<file path="src/logic/pes_pkg.sv">
`default_nettype none
package pes_pkg;

    // ----------------------------------------------------------------
    // Register port map (word addresses on a 4-bit port)
    // ----------------------------------------------------------------
    localparam logic [3:0]  REG_MSR      = 4'h0;
    localparam logic [3:0]  REG_SAVE_RESTORE_PC     = 4'h4;
    localparam logic [3:0]  REG_SAVE_RESTORE_STATE     = 4'h8;
    localparam logic [3:0]  REG_STATUS   = 4'hC;

    // ----------------------------------------------------------------
    // Machine state layout and reset value
    // ----------------------------------------------------------------
    localparam int          MSR_W        = 5;
    localparam logic [4:0]  MSR_RESET    = 5'h10;

    typedef struct packed {
        logic sup;          // Supervisor mode
        logic fe1;          // fp_exc_mode_bit1
        logic fe0;          // fp_exc_mode_bit0
        logic mce;          // machine_check_enable
        logic eie;          // ext_irq_enable
    } pes_msr_t;

    // ----------------------------------------------------------------
    // Vector offsets
    // ----------------------------------------------------------------
    localparam logic [19:0] VEC_RESET    = 20'h00100;
    localparam logic [19:0] VEC_MCHECK   = 20'h00200;
    localparam logic [19:0] VEC_EXT      = 20'h00500;
    localparam logic [19:0] VEC_DEC      = 20'h00800;
    localparam logic [19:0] VEC_SMI      = 20'h00900;
    localparam logic [19:0] VEC_PMON     = 20'h00A00;
    localparam logic [31:0] VEC_BASE     = 32'h00000000;

    // ----------------------------------------------------------------
    // Pin synchroniser lanes
    // ----------------------------------------------------------------
    localparam int          PIN_EXT      = 0;
    localparam int          PIN_SMI      = 1;
    localparam int          PIN_MCP      = 2;
    localparam int          PIN_TEA      = 3;
    localparam int          PIN_SRST     = 4;
    localparam int          PIN_HRST     = 5;
    localparam int          NPIN         = 6;

    typedef enum logic [2:0] {
        ST_IDLE      = 3'b000,
        ST_DRAIN     = 3'b001,
        ST_HANDLER   = 3'b010,
        ST_CHECKSTOP = 3'b011
    } pes_state_e_t;

    typedef enum logic [3:0] {
        CS_NONE   = 4'h0,
        CS_RESET  = 4'h1,
        CS_MCHECK = 4'h2,
        CS_SYNC   = 4'h3,
        CS_FPIMP  = 4'h4,
        CS_EXT    = 4'h5,
        CS_SMI    = 4'h6,
        CS_DEC    = 4'h7,
        CS_PMON   = 4'h8
    } pes_cause_t;

    // Request into the block from the completion stage
    typedef struct packed {
        logic        valid;      // Oldest instruction carries an exception
        logic        is_fp;      // It is a floating-point exception
        logic [19:0] offset;     // Vector offset of that exception
        logic [31:0] pc;         // Address of the oldest instruction
    } pes_head_t;

    typedef struct packed {
        pes_state_e_t      st;
        pes_cause_t        cause;
        pes_msr_t          machine_state_reg;
        logic [31:0]       save_restore_pc;
        logic [31:0]       save_restore_state;
        logic              mc_pend;
        logic              taken;
        logic              redir_v;
        logic [31:0]       redir_addr;
        logic [31:0]       rdata;
        logic [NPIN-1:0]   sync1;
        logic [NPIN-1:0]   sync2;
        logic [NPIN-1:0]   sync3;
    } pes_regs_t;

endpackage
`default_nettype wire

</file>
<file path="src/logic/pes_sequencer.sv">
// Contract
// - Take: save state, supervisor, fetch vector
// - Exceptions taken strictly in program order
// - Instruction exception only at retirement head
// - Async precise needs unmasked and drained buffer
// - Resume address saved into save_restore_pc
// - One at a time; reset/mcheck preempt
// - Several conditions taken one after another
// - Recoverable fp mode behaves as precise
// - Maskable interrupts wait for dispatched completion
// - ext_irq_enable masks the four maskable interrupts
// - External and sys-mgmt pins are maskable
// - Reset and machine check are nonmaskable
// - fp mode 00: full rate, no exception
// - fp_exc_mode_bit0 set: precise fp exception
// - fp mode 01: saved pc may be later
// - Soft or hard reset takes vector 0x100
// - Bus error or pin: vector 0x200
// - Machine check disabled: enter checkstop
// - Any take clears machine_check_enable
// - Bus and cache parity raise machine check
// - Machine check saved state is imprecise
// - External pin: stall dispatch, drain, then take
`default_nettype none
module pes_sequencer
    import pes_pkg::*;
(
    input  wire logic        clk,
    input  wire logic        rst_n,
    input  wire logic [3:0]  reg_addr,
    input  wire logic [31:0] reg_wdata,
    input  wire logic        reg_wr,
    input  wire logic        reg_rd,
    output logic      [31:0] reg_rdata,
    input  wire pes_head_t   head,
    input  wire logic        rob_empty,
    input  wire logic [31:0] retire_next_pc,
    input  wire logic [31:0] fp_later_pc,
    input  wire logic        rfi_valid,
    input  wire logic        decrementer_irq,
    input  wire logic        perf_mon_irq,
    input  wire logic        bus_op_active,
    input  wire logic [3:0]  parity_err,
    input  wire logic        external_interrupt_pin,
    input  wire logic        sys_mgmt_irq_pin,
    input  wire logic        machine_check_pin,
    input  wire logic        transfer_error_ack,
    input  wire logic        soft_reset_pin,
    input  wire logic        hard_reset_pin,
    output logic             redirect_valid,
    output logic      [31:0] redirect_addr,
    output logic             exc_taken,
    output logic             dispatch_stall,
    output logic             checkstop,
    output logic             supervisor,
    output logic             fp_full_rate
);

    // ----------------------------------------------------------------
    // Reset release
    // ----------------------------------------------------------------
    logic [1:0] rst_sync;
    logic       rst_q_n;

    always_ff @(posedge clk or negedge rst_n) begin
        if (!rst_n) begin
            rst_sync <= 2'b00;
        end else begin
            rst_sync <= {rst_sync[0], 1'b1};
        end
    end
    assign rst_q_n = rst_sync[1];

    function automatic logic [31:0] vec_addr(input logic [19:0] off);
        vec_addr = VEC_BASE | {12'h000, off};
    endfunction

    pes_regs_t q;
    pes_regs_t n;

    logic            rst_edge;
    logic            mc_src;
    logic            mc_req;
    logic            fp_ignore;
    logic            fp_imprecise;
    logic            sync_req;
    logic [3:0]      async_src;
    logic            async_req;
    logic            take;
    pes_cause_t      take_cause;
    logic [19:0]     take_off;
    logic [31:0]     take_pc;

    // ----------------------------------------------------------------
    // Next-state logic
    // ----------------------------------------------------------------
    always_comb begin
        n            = q;
        n.taken      = 1'b0;
        n.redir_v    = 1'b0;
        n.rdata      = 32'h00000000;
        n.sync1      = {hard_reset_pin, soft_reset_pin, transfer_error_ack,
                        machine_check_pin, sys_mgmt_irq_pin, external_interrupt_pin};
        n.sync2      = q.sync1;
        n.sync3      = q.sync2;
        take         = 1'b0;
        take_cause   = CS_NONE;
        take_off     = 20'h00000;
        take_pc      = retire_next_pc;

        // Either reset pin, edge taken so a held pin is not retaken
        rst_edge = (q.sync2[PIN_SRST] & ~q.sync3[PIN_SRST])
                 | (q.sync2[PIN_HRST] & ~q.sync3[PIN_HRST]);
        // Bus error only counts while a device-started transfer is open
        mc_src = (q.sync2[PIN_MCP] & ~q.sync3[PIN_MCP])
               | (q.sync2[PIN_TEA] & ~q.sync3[PIN_TEA] & bus_op_active)
               | (|parity_err);
        mc_req = q.mc_pend | mc_src;
        // Sticky so a one-cycle source survives a busy cycle
        n.mc_pend = mc_req;

        fp_ignore    = ~q.machine_state_reg.fe0 & ~q.machine_state_reg.fe1;
        // fe0 set covers precise and recoverable alike
        fp_imprecise = ~q.machine_state_reg.fe0 & q.machine_state_reg.fe1;
        // Head of retirement means every older instruction is done
        sync_req     = head.valid & ~(head.is_fp & fp_ignore);

        async_src = {perf_mon_irq, decrementer_irq,
                     q.sync2[PIN_SMI], q.sync2[PIN_EXT]};
        // Masking only gates the request; the source is never latched
        async_req = (|async_src) & q.machine_state_reg.eie;

        // ----------------------------------------------------------------
        // Register port
        // ----------------------------------------------------------------
        if (reg_wr) begin
            if (reg_addr == REG_MSR) begin
                n.machine_state_reg = pes_msr_t'(reg_wdata[MSR_W-1:0]);
            end else if (reg_addr == REG_SAVE_RESTORE_PC) begin
                n.save_restore_pc = reg_wdata;
            end else if (reg_addr == REG_SAVE_RESTORE_STATE) begin
                n.save_restore_state = reg_wdata;
            end
        end
        if (reg_rd) begin
            if (reg_addr == REG_MSR) begin
                n.rdata = {27'h0000000, q.machine_state_reg};
            end else if (reg_addr == REG_SAVE_RESTORE_PC) begin
                n.rdata = q.save_restore_pc;
            end else if (reg_addr == REG_SAVE_RESTORE_STATE) begin
                n.rdata = q.save_restore_state;
            end else if (reg_addr == REG_STATUS) begin
                n.rdata = {24'h000000, q.mc_pend, q.st, q.cause};
            end
        end

        // ----------------------------------------------------------------
        // Sequencing
        // ----------------------------------------------------------------
        if (rst_edge) begin
            take       = 1'b1;
            take_cause = CS_RESET;
            take_off   = VEC_RESET;
        end else if (mc_req && q.st != ST_CHECKSTOP) begin
            if (q.machine_state_reg.mce) begin
                // Resume point is the retirement pointer, not the bus op
                take       = 1'b1;
                take_cause = CS_MCHECK;
                take_off   = VEC_MCHECK;
            end else begin
                n.st      = ST_CHECKSTOP;
                n.mc_pend = 1'b0;
            end
        end else begin
            case (q.st)
                ST_IDLE: begin
                    if (sync_req) begin
                        take = 1'b1;
                    end else if (async_req) begin
                        n.st = ST_DRAIN;
                    end
                end
                ST_DRAIN: begin
                    if (sync_req) begin
                        take = 1'b1;
                    end else if (!async_req) begin
                        n.st = ST_IDLE;
                    end else if (rob_empty) begin
                        take = 1'b1;
                        if (async_src[0]) begin
                            take_cause = CS_EXT;
                            take_off   = VEC_EXT;
                        end else if (async_src[1]) begin
                            take_cause = CS_SMI;
                            take_off   = VEC_SMI;
                        end else if (async_src[2]) begin
                            take_cause = CS_DEC;
                            take_off   = VEC_DEC;
                        end else begin
                            take_cause = CS_PMON;
                            take_off   = VEC_PMON;
                        end
                    end
                end
                ST_HANDLER: begin
                    // Nothing but reset or machine check is taken until the handler returns
                    if (rfi_valid) begin
                        n.machine_state_reg        = pes_msr_t'(q.save_restore_state[MSR_W-1:0]);
                        n.st         = ST_IDLE;
                        n.cause      = CS_NONE;
                        n.redir_v    = 1'b1;
                        n.redir_addr = q.save_restore_pc;
                    end
                end
                default: begin
                end
            endcase
            if (take && take_cause == CS_NONE) begin
                take_off = head.offset;
                if (head.is_fp && fp_imprecise) begin
                    take_cause = CS_FPIMP;
                    take_pc    = fp_later_pc;
                end else begin
                    take_cause = CS_SYNC;
                    take_pc    = head.pc;
                end
            end
        end

        if (take) begin
            n.save_restore_pc       = take_pc;
            n.save_restore_state       = {23'h000000, take_cause, q.machine_state_reg};
            n.machine_state_reg.sup    = 1'b1;
            n.machine_state_reg.mce    = 1'b0;
            n.machine_state_reg.eie    = 1'b0;
            n.st         = ST_HANDLER;
            n.cause      = take_cause;
            n.taken      = 1'b1;
            n.redir_v    = 1'b1;
            n.redir_addr = vec_addr(take_off);
            if (take_cause == CS_MCHECK || take_cause == CS_RESET) begin
                n.mc_pend = 1'b0;
            end
        end
    end

    always_ff @(posedge clk or negedge rst_q_n) begin
        if (!rst_q_n) begin
            q <= '{st: ST_IDLE, cause: CS_NONE, machine_state_reg: pes_msr_t'(MSR_RESET),
                   default: '0};
        end else begin
            q <= n;
        end
    end

    // ----------------------------------------------------------------
    // Outputs
    // ----------------------------------------------------------------
    assign reg_rdata      = q.rdata;
    assign redirect_valid = q.redir_v;
    assign redirect_addr  = q.redir_addr;
    assign exc_taken      = q.taken;
    assign dispatch_stall = (q.st == ST_DRAIN) | (q.st == ST_CHECKSTOP);
    assign checkstop      = (q.st == ST_CHECKSTOP);
    assign supervisor     = q.machine_state_reg.sup;
    assign fp_full_rate   = ~q.machine_state_reg.fe0 & ~q.machine_state_reg.fe1;
endmodule
`default_nettype wire

</file>
<file path="config.mk">
export PLATFORM = sky130hd
export DESIGN_NAME = pes_sequencer
export DESIGN_NICKNAME = d
export VERILOG_FILES = /design/src/logic/pes_pkg.sv /design/src/logic/pes_sequencer.sv
export SDC_FILE = /design/constraint.sdc
export NUM_CORES = 1
export LEC_CHECK = 0
export ABC_AREA = 1
export BUFFER_PORTS_ARGS = -buffer_cell sky130_fd_sc_hd__buf_2
export CORE_MARGIN = 4
export CORE_UTILIZATION = 40
export DETAILED_ROUTE_END_ITERATION = 10
export PLACE_DENSITY = 0.7
export SYNTH_ARGS = -nofsm -noshare
export SYNTH_HDL_FRONTEND = slang
export SYNTH_SLANG_ARGS = --single-unit
</file>
<file path="constraint.sdc">
create_clock -name clk -period 6.65 [get_ports clk]
set_clock_uncertainty 0.15 [all_clocks]
set_input_delay 0.3325 -clock clk [delete_from_list [all_inputs] [get_ports clk]]
set_output_delay 0.3325 -clock clk [all_outputs]
set_load 0.1 [all_outputs]
</file>
==> metrics.md, run 1 <==
| Metric | Value |
|---|---|
| Routed length per placed instance | 16.3 microns |
| CP cell instances | inv_1 -> o22ai_1 -> inv_1 -> nand3_2 -> buf_4 -> nor2_2 -> buf_4 -> inv_1 -> o21ai_0 |
| MaxCap Viol Count | 0 |
| Sequential area share after synthesis | 45.9% |
| Dpl hpwl | 19.5 mm |
| Number of synthesis warnings | 0 |
| Share of Yosys cell area claimed by the top area cell type | 45.6% |
| CP Max Fanout | 41 |
| RSZ-0062 raised after global routing | false |
| Bufs and invs on worst path | 5 |
| RR Endpoint | q[149]$_DFF_PN0_ |
| Startpoint Class | flop |
| H-tree depth | 4 |
| Post-synth top cells | nand2_1, dfrtp_1, nand3_1 |
| Initial antenna violation count | 0 |
| Largest cells by area after synthesis | dfrtp_1, nand2_1, nand3_1 |
| Num rows | 53 |
| Antenna Cells | 0 |
| HP Class | in -> reg |
| Vias per inst | 4.90 |
| Power Dens Cells | 311 nW/um^2 |
| Setup-failing EPs final | 0 |
| Layout Utilization | 48.4% |
| Met2 Usage GRT | 32.3% |
| Clk Latency, worst-skew pair | 0.44 ns |
| Total GRT Usage | 21.9% |
| Die width | 156 microns |
| Initial DRC count | 747 |
| Crit-path most repeated cell | inv_1 |
| Synth unique cells | 31 |
| Max-slew violations | 0 |
| Worst min-delay path startpoint | head[33] |
| Clk slew on worst S/H paths | 0.07 ns |
| Initial Utilization | 41.1% |
| Hold path depth | 3 |
| Syn Inst Count | 1202 |
| Post-Route WL | 26.9 mm |
| Total gr overflow | 0 |
| FF-to-FF setup slack | 3.13 ns |
| First-pass GRT wire length | 41.6 mm |
| Hold Fails Final Rpt | 0 |
| Synth area leader | dfrtp_1 |
| Worst Setup Path Type | reg -> reg |
| Largest net degree at the start of global routing | 69 |
| Slew HR | 7.45% |
| Setup tns final | 0 ns |
| DRT Pass-1 Iters | 5 |
| Avg Cell Area, Syn | 7.26 sq um |
| Number of flops mapped to enable cells by yosys | 0 |
| DRC viols | 0 |
| Root Buffer | clkbuf_16 |
| Worst Reg-to-Reg Cells | 9 |
| Post-synth top flop | dfrtp_1 |
| Clock sink total | 160 |
| Worst Hold End | redirect_addr[1]$_DFFE_PN0P_ |
| Maximum vdd drop | 0.133 mV |
| Crit path arrival time | 3.73 ns |
| Async S/R FF share, synth | 100% |
| Synthesis-to-finish area growth | 17.6% |
| Data required, critical path | 6.86 ns |
| Mapped Nets | 1379 |
| Fmax | 284 MHz |
| Register bit total from synthesis | 160 |
| Routability cong. | 0.913 |
| Die H | 156 microns |
| Gr busiest metal | met1 |
| Outcome | complete, no violations |
| Vias in the first global route | 7596 |
| Via count | 8091 |
| Synth Cell Area | 8730 sq um |
| Die area | 24300 sq um |
| Ports | 243 |
| Crit end category | flop |
| Final nets | 1540 |
| Met1 Track Usage GR | 33.0% |
| Final Cycle Share | 52.9% |
| Area of the core | 21200 sq um |
| Top-count cell post-synth | nand2_1 |
| Worst path slowest cell | nand3_2 |
| Worst r2r src | n[5]$_DFF_PN0_ |
| Top delay family on crit path | buffers and inverters |
| Clk buf depth | 2 |
| Worst Max-Slew Pin Slew | 1.38 ns |
| Antenna-violating nets left | 0 |
| Total CTS buffers | 17 |
| Share of layout cells above drive strength 1 | 22.2% |
| P_leak | 0.00584 uW |
| CTS tree | yes |
| Met3 usage | 3.88% |
| # port buffers | 242 |
| Slowest stage delay, CP | 0.66 ns |
| Tmin final | 3.52 ns |
-- cell type report --
class | count | area (sq um)
clock buffers | 20 | 457
clock inverters | 12 | 108
fillers | 2169 | 11000
inverters | 109 | 409
multi-input cells | 810 | 3520
flip-flops and latches | 160 | 4010
well taps | 275 | 344
repair buffers | 265 | 1420
-- worst max-delay path by stage --
stage | from | to | slack (ns) | cells past startpoint
final | n[5]$_DFF_PN0_ | q[149]$_DFF_PN0_ | 3.13 | 9
after global routing | n[4]$_DFF_PN0_ | q[150]$_DFF_PN0_ | 2.76 | 9
after CTS | n[5]$_DFF_PN0_ | q[149]$_DFF_PN0_ | 3.15 | 9
after detailed placement | n[5]$_DFF_PN0_ | q[149]$_DFF_PN0_ | 3.14 | 9
after global placement | q[159]$_DFFE_PN0P_ | q[150]$_DFF_PN0_ | 3.26 | 13
after floorplan | rst_sync[1]$_DFF_PN0_ | async_src[0]$_DFF_PN0_ | 1.71 | 0
-- state kept, by name (all words and copies together) (netlist names) --
| name | cells |
|---|---|
| exc_taken | 1 |
| reg_rdata | 32 |
| redirect_addr | 32 |
| n | 10 |
| redirect_valid | 1 |
| async_src | 2 |
| q | 79 |
| rst_sync | 2 |
| supervisor | 1 |
-- routing by layer --
metal | up-vias | wire length (microns)
met1 | 3706 | 12700
met3 | 43 | 2020
li1 | 3991 | -
met5 | - | 0
met4 | 0 | 571
met2 | 351 | 11600
-- kinds of logic after synthesis --
group                      Yosys count  synth area share (%)
AOI/OAI and AO/OA                   69                  4.57
adders and majority gates            4                 0.573
buffers and inverters              232                  13.8
DFF                                160                  45.9
muxes                                2                 0.229
other                                1                0.0430
and+or+nand+nor                    734                  34.9
-- worst register-to-register path, delay by kind of cell, from the launching register on --
family                 cells  cell delay (ns)
buffers and inverters      5             1.73
AND/OR/NAND/NOR            2             0.87
flip-flops                 1             0.38
AO/OA/AOI/OAI              2             0.31
-- per-stage QoR --
| stage | setup WS (ns) | power [uW] | hold WS [ns] | instances | instance area, sq um |
|---|---|---|---|---|---|
| after global routing | 2.76 | 3350 | 0.0349 | 1651 | 10300 |
| after detailed placement | 3.14 | 2260 | -0.0308 | 1604 | 9560 |
| after global placement | 3.26 | 2250 | -0.0319 | 1604 | 9560 |
| after floorplan | 1.71 | 2060 | -0.113 | 1202 | 8730 |
| after CTS | 3.15 | 3210 | 0.0203 | 1651 | 10300 |
| final | 3.13 | 3190 | 0.0234 | 1651 | 10300 |
-- report_power, final --
part | switching [uW] | leakage, uW | total (uW) | internal [uW]
clock network | 407 | 0.000273 | 942 | 536
logic | 809 | 0.00347 | 1040 | 231
registers | 115 | 0.00209 | 1210 | 1100
total | 1330 | 0.00584 | 3190 | 1860
-- cell usage in the layout, fill, tap and decap left out, types with 3 or more instances in the layout --
cell and n:
nand2_1 510, buf_2 242, dfrtp_1 158, nand3_1 149, inv_1 103, nor2_1 50, a21oi_1 37, clkbuf_16 17
dlygate4sd3_1 15, o21ai_0 14, o211ai_1 9, nand4_1 8, buf_4 8, nand2_2 6, a31oi_1 6, inv_2 5
nand3_2 4, ha_1 4, clkinv_2 4, nor2_4 3, clkinvlp_4 3, inv_6 3
-- what timing repair did --
item,4_1_cts,5_1_grt
hold buffers,15,0
endpoints found under the setup margin,0,0
resized for setup,0,0
hold endpoints to repair,16,0
setup buffers,0,0
No activity file was read; power rests on OpenSTA's default activity.
==> inputs of run 2 (changes only) <==
- clock period: 6.65 -> 3.32 ns (I/O delays scaled with it)
==> run 2 against run 1 <==
Design area up 8.2%; clock power up 110%; core utilization up 4.0 points; largest cell class unchanged.
==> metrics.md, run 2 (synthesized netlist as in run 1, its figures left out) <==
| Metric | Value |
|---|---|
| Clk buf depth | 2 (unchanged) |
| Initial DRC count | 824 (+10%) |
| Power share of the combinational group | 32.9% (+0.3 points) |
| Synthesis-to-finish area growth | 27.3% |
| Biggest register | q |
| Ports | 243 (unchanged) |
| Setup-failing EPs final | 0 (unchanged) |
| Flop pwr share | 37.0% (-0.9 points) |
| Clk slew on worst S/H paths | 0.06 ns (about the same) |
| Maximum vdd drop | 0.251 mV (+89%) |
| Most common cell after layout, fill and taps aside | nand2_1 |
| Data required, critical path | 3.48 ns (-3.38 ns) |
| Net Sw Frac | 41.2% (-0.51 points) |
| Clk pwr share | 30.1% (+0.6 points) |
| Routed length per placed instance | 16.3 microns (+0.23%) |
| Fmax | 327 MHz (+15%) |
| Outcome | complete, no violations |
| Area of the core | 21200 sq um (unchanged) |
| Hold slack | 0.00153 ns (-0.0219 ns) |
| Net Switching | 2730 uW (+110%) |
| Die width | 156 microns (unchanged) |
| Max-slew violations | 0 (unchanged) |
| Slew HR | 44.0% (+37 points) |
| RSZ-0062 raised after global routing | false |
| Antenna-violating nets left | 0 (unchanged) |
| Clk Latency, worst-skew pair | 0.43 ns (about the same) |
| Final nets | 1620 (+5.2%) |
| # port buffers | 242 (unchanged) |
| Initial antenna violation count | 0 (unchanged) |
| Root Buffer | clkbuf_16 |
| PnR worst setup slack | 0.258 ns (-2.87 ns) |
| Via count | 8414 (+4.0%) |
| Crit path arrival time | 3.22 ns (-0.51 ns) |
| DRT Pass-1 Iters | 5 (unchanged) |
| MaxCap Viol Count | 0 (unchanged) |
| H-tree depth | 4 (unchanged) |
| Hold path depth | 5 (+2) |
| Antenna Cells | 0 (unchanged) |
| Worst Setup Path Type | reg -> reg |
| First-pass GRT wire length | 44.1 mm (+6.1%) |
| Non-filler cells, final | 1731 (+4.8%) |
| Setup tns final | 0 ns (unchanged) |
| Post-Route WL | 28.2 mm (+5.1%) |
| Power Dens Cells | 597 nW/um^2 (+92%) |
| P_leak | 0.00621 uW (+6.4%) |
| Die area | 24300 sq um (unchanged) |
| Initial Utilization | 41.1% (unchanged) |
| Share of layout cells above drive strength 1 | 21.8% (-0.40 points) |
| Startpoint Class | flop |
| P_int | 3910 uW (+110%) |
| Total GRT Usage | 23.3% (+1.3 points) |
| Final Cycle Share | 92.2% (+39 points) |
| CTS tree | yes |
| Worst Max-Slew Pin Slew | 0.840 ns (-0.545 ns) |
| Worst Reg-to-Reg Cells | 11 (+2) |
| Largest net degree at the start of global routing | 79 (+14%) |
| Total CTS buffers | 17 (unchanged) |
| Total gr overflow | 0 (unchanged) |
| Post-place setup slack | 0.609 ns (-2.53 ns) |
| HP Class | in -> reg |
| DRC viols | 0 (unchanged) |
| Setup bufs post-CTS | 0 (unchanged) |
| Vias in the first global route | 8228 (+8.3%) |
| Final Total Pwr | 6640 uW (+110%) |
| Placed Instances | 1615 (+0.69%) |
| Max reg flops | 79 (unchanged) |
| Hold Fails Final Rpt | 0 (unchanged) |
| FF-to-FF setup slack | 0.26 ns (-2.87 ns) |
| Dpl hpwl | 20.3 mm (+4.2%) |
| Die H | 156 microns (unchanged) |
| CP Max Fanout | 33 (-20%) |
| Clock sink total | 160 (unchanged) |
| Crit end category | flop |
| Tmin final | 3.06 ns (-0.457 ns) |
| Routability cong. | 0.907 (-0.69%) |
| Commonest non-fill, non-tap cells in the layout | nand2_1, buf_2, dfrtp_1, nand3_1, inv_1 |
| Num rows | 53 (unchanged) |
| Vias per inst | 4.86 (-0.81%) |
==> run 2: changes by cell type in the layout (fill, tap and decap cells not counted), moves of 2 or more <==
| cell | previous run | this run |
|---|---|---|
| clkinv_2 | 4 | 2 |
| buf_4 | 8 | 16 |
| inv_6 | 3 | 5 |
| buf_12 | 0 | 2 |
| dlygate4sd3_1 | 15 | 84 |
==> run 2: stage by stage <==
| stage | cell area [sq um] | utilization, % |
|---|---|---|
| CTS | 11100 | 52.3 |
| floorplan | 8730 | - |
| global route | 11100 | 52.4 |
| detailed placement | 9660 | 45.5 |
| finish | 11100 | 52.4 |
| global placement | 9660 | 45.5 |
==> run 2: worst max-delay path, stage by stage, from the launching register on <==
cell,delay [ns]
dfrtp_1,0.37
inv_1,0.09
nand2_1,0.06
nor2_1,0.08
nand2_1,0.16
nand2_2,0.32
nand2_2,0.16
nor2_4,0.63
nand2_1,0.14
nand3_1,0.13
nand3_1,0.08
dlygate4sd3_1,0.56
==> run 2: repair_timing <==
action / in CTS / in global routing
hold buffers: 84 / 0
setup endpoints to repair: 0 / 7
endpoints found under the hold margin: 93 / 0
resized for setup: 0 / 3
==> run 2: path summary, 6_finish.rpt <==
check	startpoint	to
worst min register to register	rst_sync[1]$_DFF_PN0_	q[147]$_DFFE_PN0P_
worst max register to register	q[84]$_DFF_PN0_	q[145]$_DFFE_PN0P_
worst max-delay path	q[84]$_DFF_PN0_	q[145]$_DFFE_PN0P_
worst min-delay path	retire_next_pc[31]	q[148]$_DFFE_PN0P_
max in group asynchronous	rst_sync[1]$_DFF_PN0_	supervisor$_DFF_PN1_
min in group asynchronous	rst_sync[1]$_DFF_PN0_	q[147]$_DFFE_PN0P_
==> run 2: cell type report <==
type / instances / area (sq um)
clock buffers: 19 / 453
clock inverters: 13 / 149
fillers: 2074 / 10100
inverters: 109 / 412
multi-input cells: 810 / 3520
flip-flops and latches: 160 / 4010
well taps: 275 / 344
repair buffers: 345 / 2220
==> run 2: routing by layer <==
metal / up-vias / wire length, microns / global-route usage, %
met3: 45 / 2110 / 4.52
li1: 4155 / - / -
met5: - / 0 / 0
met2: 362 / 12900 / 36.4
met1: 3852 / 12700 / 33.0
met4: 0 / 550 / 6.96
==> run 2: power by group through the flow <==
stage                     Clock [uW]  Sequential, uW  Combinational, uW
final                           2000            2460               2180
after global routing            2110            2480               2360
after floorplan                    0            2430               1690
after CTS                       2020            2440               2180
after detailed placement           0            2480               2090
after global placement             0            2480               2070
==> inputs of run 3 (changes only) <==
- ABC_AREA: 1 -> 0
==> run 3 against run 2 <==
Register-to-register slack got worse by 0.09 ns; largest power group is now combinational logic; worst hold slack improved by 0.014 ns; maximum frequency fell by 2.7%.
==> metrics.md, run 3 <==
| Metric | Value |
|---|---|
| Outcome | complete, no violations |
| Die width | 154 microns (-1.1%) |
| Antenna Cells | 0 (unchanged) |
| Worst Setup Path Type | reg -> reg |
| RSZ-0062 raised after global routing | false |
| Crit path arrival time | 3.33 ns (+0.11 ns) |
| Data required, critical path | 3.50 ns (+0.02 ns) |
| CP Max Fanout | 20 (-39%) |
| Initial antenna violation count | 1 (+1) |
| Synth unique cells | 58 (+87%) |
| Hold Buf Count CTS | 86 (+2.4%) |
| Top-count cell post-synth | dfrtp_1 |
| Final instance area | 11000 sq um (-0.98%) |
| Initial DRC count | 530 (-36%) |
| Hold Fails Final Rpt | 0 (unchanged) |
| Root Buffer | clkbuf_16 |
| Routability cong. | 0.862 (-4.9%) |
| DRT Pass-1 Iters | 5 (unchanged) |
| Sequential area share after synthesis | 47.0% (+1.1 points) |
| # port buffers | 242 (unchanged) |
| Tmin final | 3.15 ns (+0.0852 ns) |
| Avg Cell Area, Syn | 10.3 sq um (+42%) |
| Number of synthesis warnings | 0 (unchanged) |
| Post-CTS Resized | 0 (unchanged) |
| DRC viols | 0 (unchanged) |
| Synth Cell Area | 8520 sq um (-2.4%) |
| Max reg flops | 79 (unchanged) |
| Clk pwr share | 24.3% (-5.8 points) |
| Share of Yosys cell area claimed by the top area cell type | 46.7% (+1.1 points) |
| DP Area | 9570 sq um (-1.0%) |
| Vias in the first global route | 7502 (-8.8%) |
| Synthesis-to-finish area growth | 29.1% |
| Share of layout cells above drive strength 1 | 29.9% (+8.0 points) |
| Setup bufs post-CTS | 0 (unchanged) |
| Total CTS buffers | 17 (unchanged) |
| MaxCap Viol Count | 0 (unchanged) |
| Startpoint Class | flop |
| Vias per inst | 5.34 (+9.8%) |
| Synth area leader | dfrtp_1 |
| Antenna-violating nets left | 0 (unchanged) |
| Net Switching | 3540 uW (+30%) |
| Max-slew violations | 0 (unchanged) |
| Post-Route WL | 27.2 mm (-3.9%) |
| P_int | 4430 uW (+13%) |
| Crit end category | flop |
| Total GRT Usage | 22.8% (-0.45 points) |
| Clk Latency, worst-skew pair | 0.43 ns (about the same) |
| Die H | 154 microns (-1.1%) |
| P_leak | 0.00579 uW (-6.8%) |
| Initial Utilization | 40.6% (-0.59 points) |
| Clk buf depth | 2 (unchanged) |
| Num rows | 53 (unchanged) |
| FF-to-FF setup slack | 0.17 ns (-0.09 ns) |
| Maximum vdd drop | 0.543 mV (+120%) |
| Slew HR | 28.8% (-15 points) |
| Fmax | 318 MHz (-2.7%) |
| Dpl hpwl | 18.6 mm (-8.4%) |
| Routed length per placed instance | 20.0 microns (+22%) |
| Final nets | 1248 (-23%) |
| Post-synth top cells | dfrtp_1, mux2i_1, nand2_1 |
| Biggest register | q |
| Worst Max-Slew Pin Slew | 1.07 ns (+0.229 ns) |
| Mapped Nets | 1002 (-27%) |
| Register bit total from synthesis | 160 (unchanged) |
| Number of flops mapped to enable cells by yosys | 0 (unchanged) |
| Largest net degree at the start of global routing | 159 (+100%) |
| Setup-failing EPs final | 0 (unchanged) |
| Ports | 243 (unchanged) |
| HP Class | in -> reg |
| Clk slew on worst S/H paths | 0.06 ns (about the same) |
| Commonest non-fill, non-tap cells in the layout | buf_2, dfrtp_1, mux2i_1, nand2_1, dlygate4sd3_1 |
| CTS tree | yes |
| Syn Inst Count | 825 (-31%) |
| Clock sink total | 160 (unchanged) |
| Async S/R FF share, synth | 100% (unchanged) |
| Area of the core | 21000 sq um (-0.94%) |
| Flop pwr share | 34.5% (-2.5 points) |
| Via count | 7256 (-14%) |
| Total gr overflow | 0 (unchanged) |
| Largest cells by area after synthesis | dfrtp_1, mux2i_1, buf_4 |
| H-tree depth | 4 (unchanged) |
| Net Sw Frac | 44.4% (+3.3 points) |
| Die area | 23700 sq um (-2.2%) |
| Setup tns final | 0 ns (unchanged) |
| Most common cell after layout, fill and taps aside | buf_2 |
| Power share of the combinational group | 41.1% (+8.2 points) |
| Power Dens Cells | 725 nW/um^2 (+21%) |
| Final Cycle Share | 94.8% (+2.6 points) |
| Post-synth top flop | dfrtp_1 |
| First-pass GRT wire length | 42.5 mm (-3.6%) |
run 3: per-layer routing:
metal,share of wire [%],up-vias,GRT usage (%)
met1,43,3499,30.8
met3,7.5,41,5.38
met4,2.7,0,8.66
li1,-,3405,-
met5,0,-,0
met2,47,311,35.8
run 3: path summary, 6_finish.rpt:
| check | from | end | cells after the start |
|---|---|---|---|
| hold reg to reg | n[10]$_DFF_PN0_ | n[4]$_DFF_PN0_ | 0 |
| min in group asynchronous | rst_sync[1]$_DFF_PN0_ | reg_rdata[27]$_DFF_PN0_ | 1 |
| max in group asynchronous | rst_sync[1]$_DFF_PN0_ | redirect_addr[20]$_DFFE_PN0P_ | 1 |
| setup reg to reg | q[158]$_DFFE_PN0P_ | q[156]$_DFFE_PN0P_ | 8 |
| hold / removal | fp_later_pc[30] | q[147]$_DFFE_PN0P_ | 5 |
| setup / recovery | q[158]$_DFFE_PN0P_ | q[156]$_DFFE_PN0P_ | 8 |
run 3: kinds of logic after synthesis:
logic type,synth area share (%)
simple gates,11.4
compound gates,17.0
flops,47.0
buf+inv,9.35
mux,14.7
fa+ha+maj,0.587
other cells,0.0440
run 3: final cells by class:
class / instances / area, sq um
timing repair buffer: 351 / 2270
clock buffer: 17 / 425
inverter: 13 / 48.8
multi-input combinational: 528 / 3760
clock inverter: 15 / 150
tap: 275 / 344
fill: 1884 / 10000
sequential: 160 / 4010
run 3: critical path, cell delays in order (launching register included):
cell and delay, ns:
dfrtp_1 0.48, inv_1 0.13, ha_1 0.26, o21ba_2 0.25, nand3_4 0.13, nand2_2 0.13
o31ai_4 0.92, inv_1 0.33, o21ai_0 0.27
run 3: power groups by stage:
stage	registers, uW	logic, uW	clock network, uW
5_1_grt	2800	3490	2060
4_1_cts	2750	3280	1970
2_1_floorplan	2750	2500	0
3_3_place_gp	2780	3150	0
6_report	2750	3280	1940
3_5_place_dp	2780	3170	0
run 3: stage by stage:
stage	worst slack, ns	total power, uW	hold slack, ns	utilization [%]	cells
finish	0.173	7970	0.0156	52.3	1359
detailed placement	0.286	5950	-0.197	45.5	1241
CTS	0.258	8000	0.00192	52.3	1359
floorplan	0.376	5250	-0.280	-	825
global placement	0.326	5930	-0.199	45.5	1241
global route	0.0287	8350	0.0255	52.3	1359
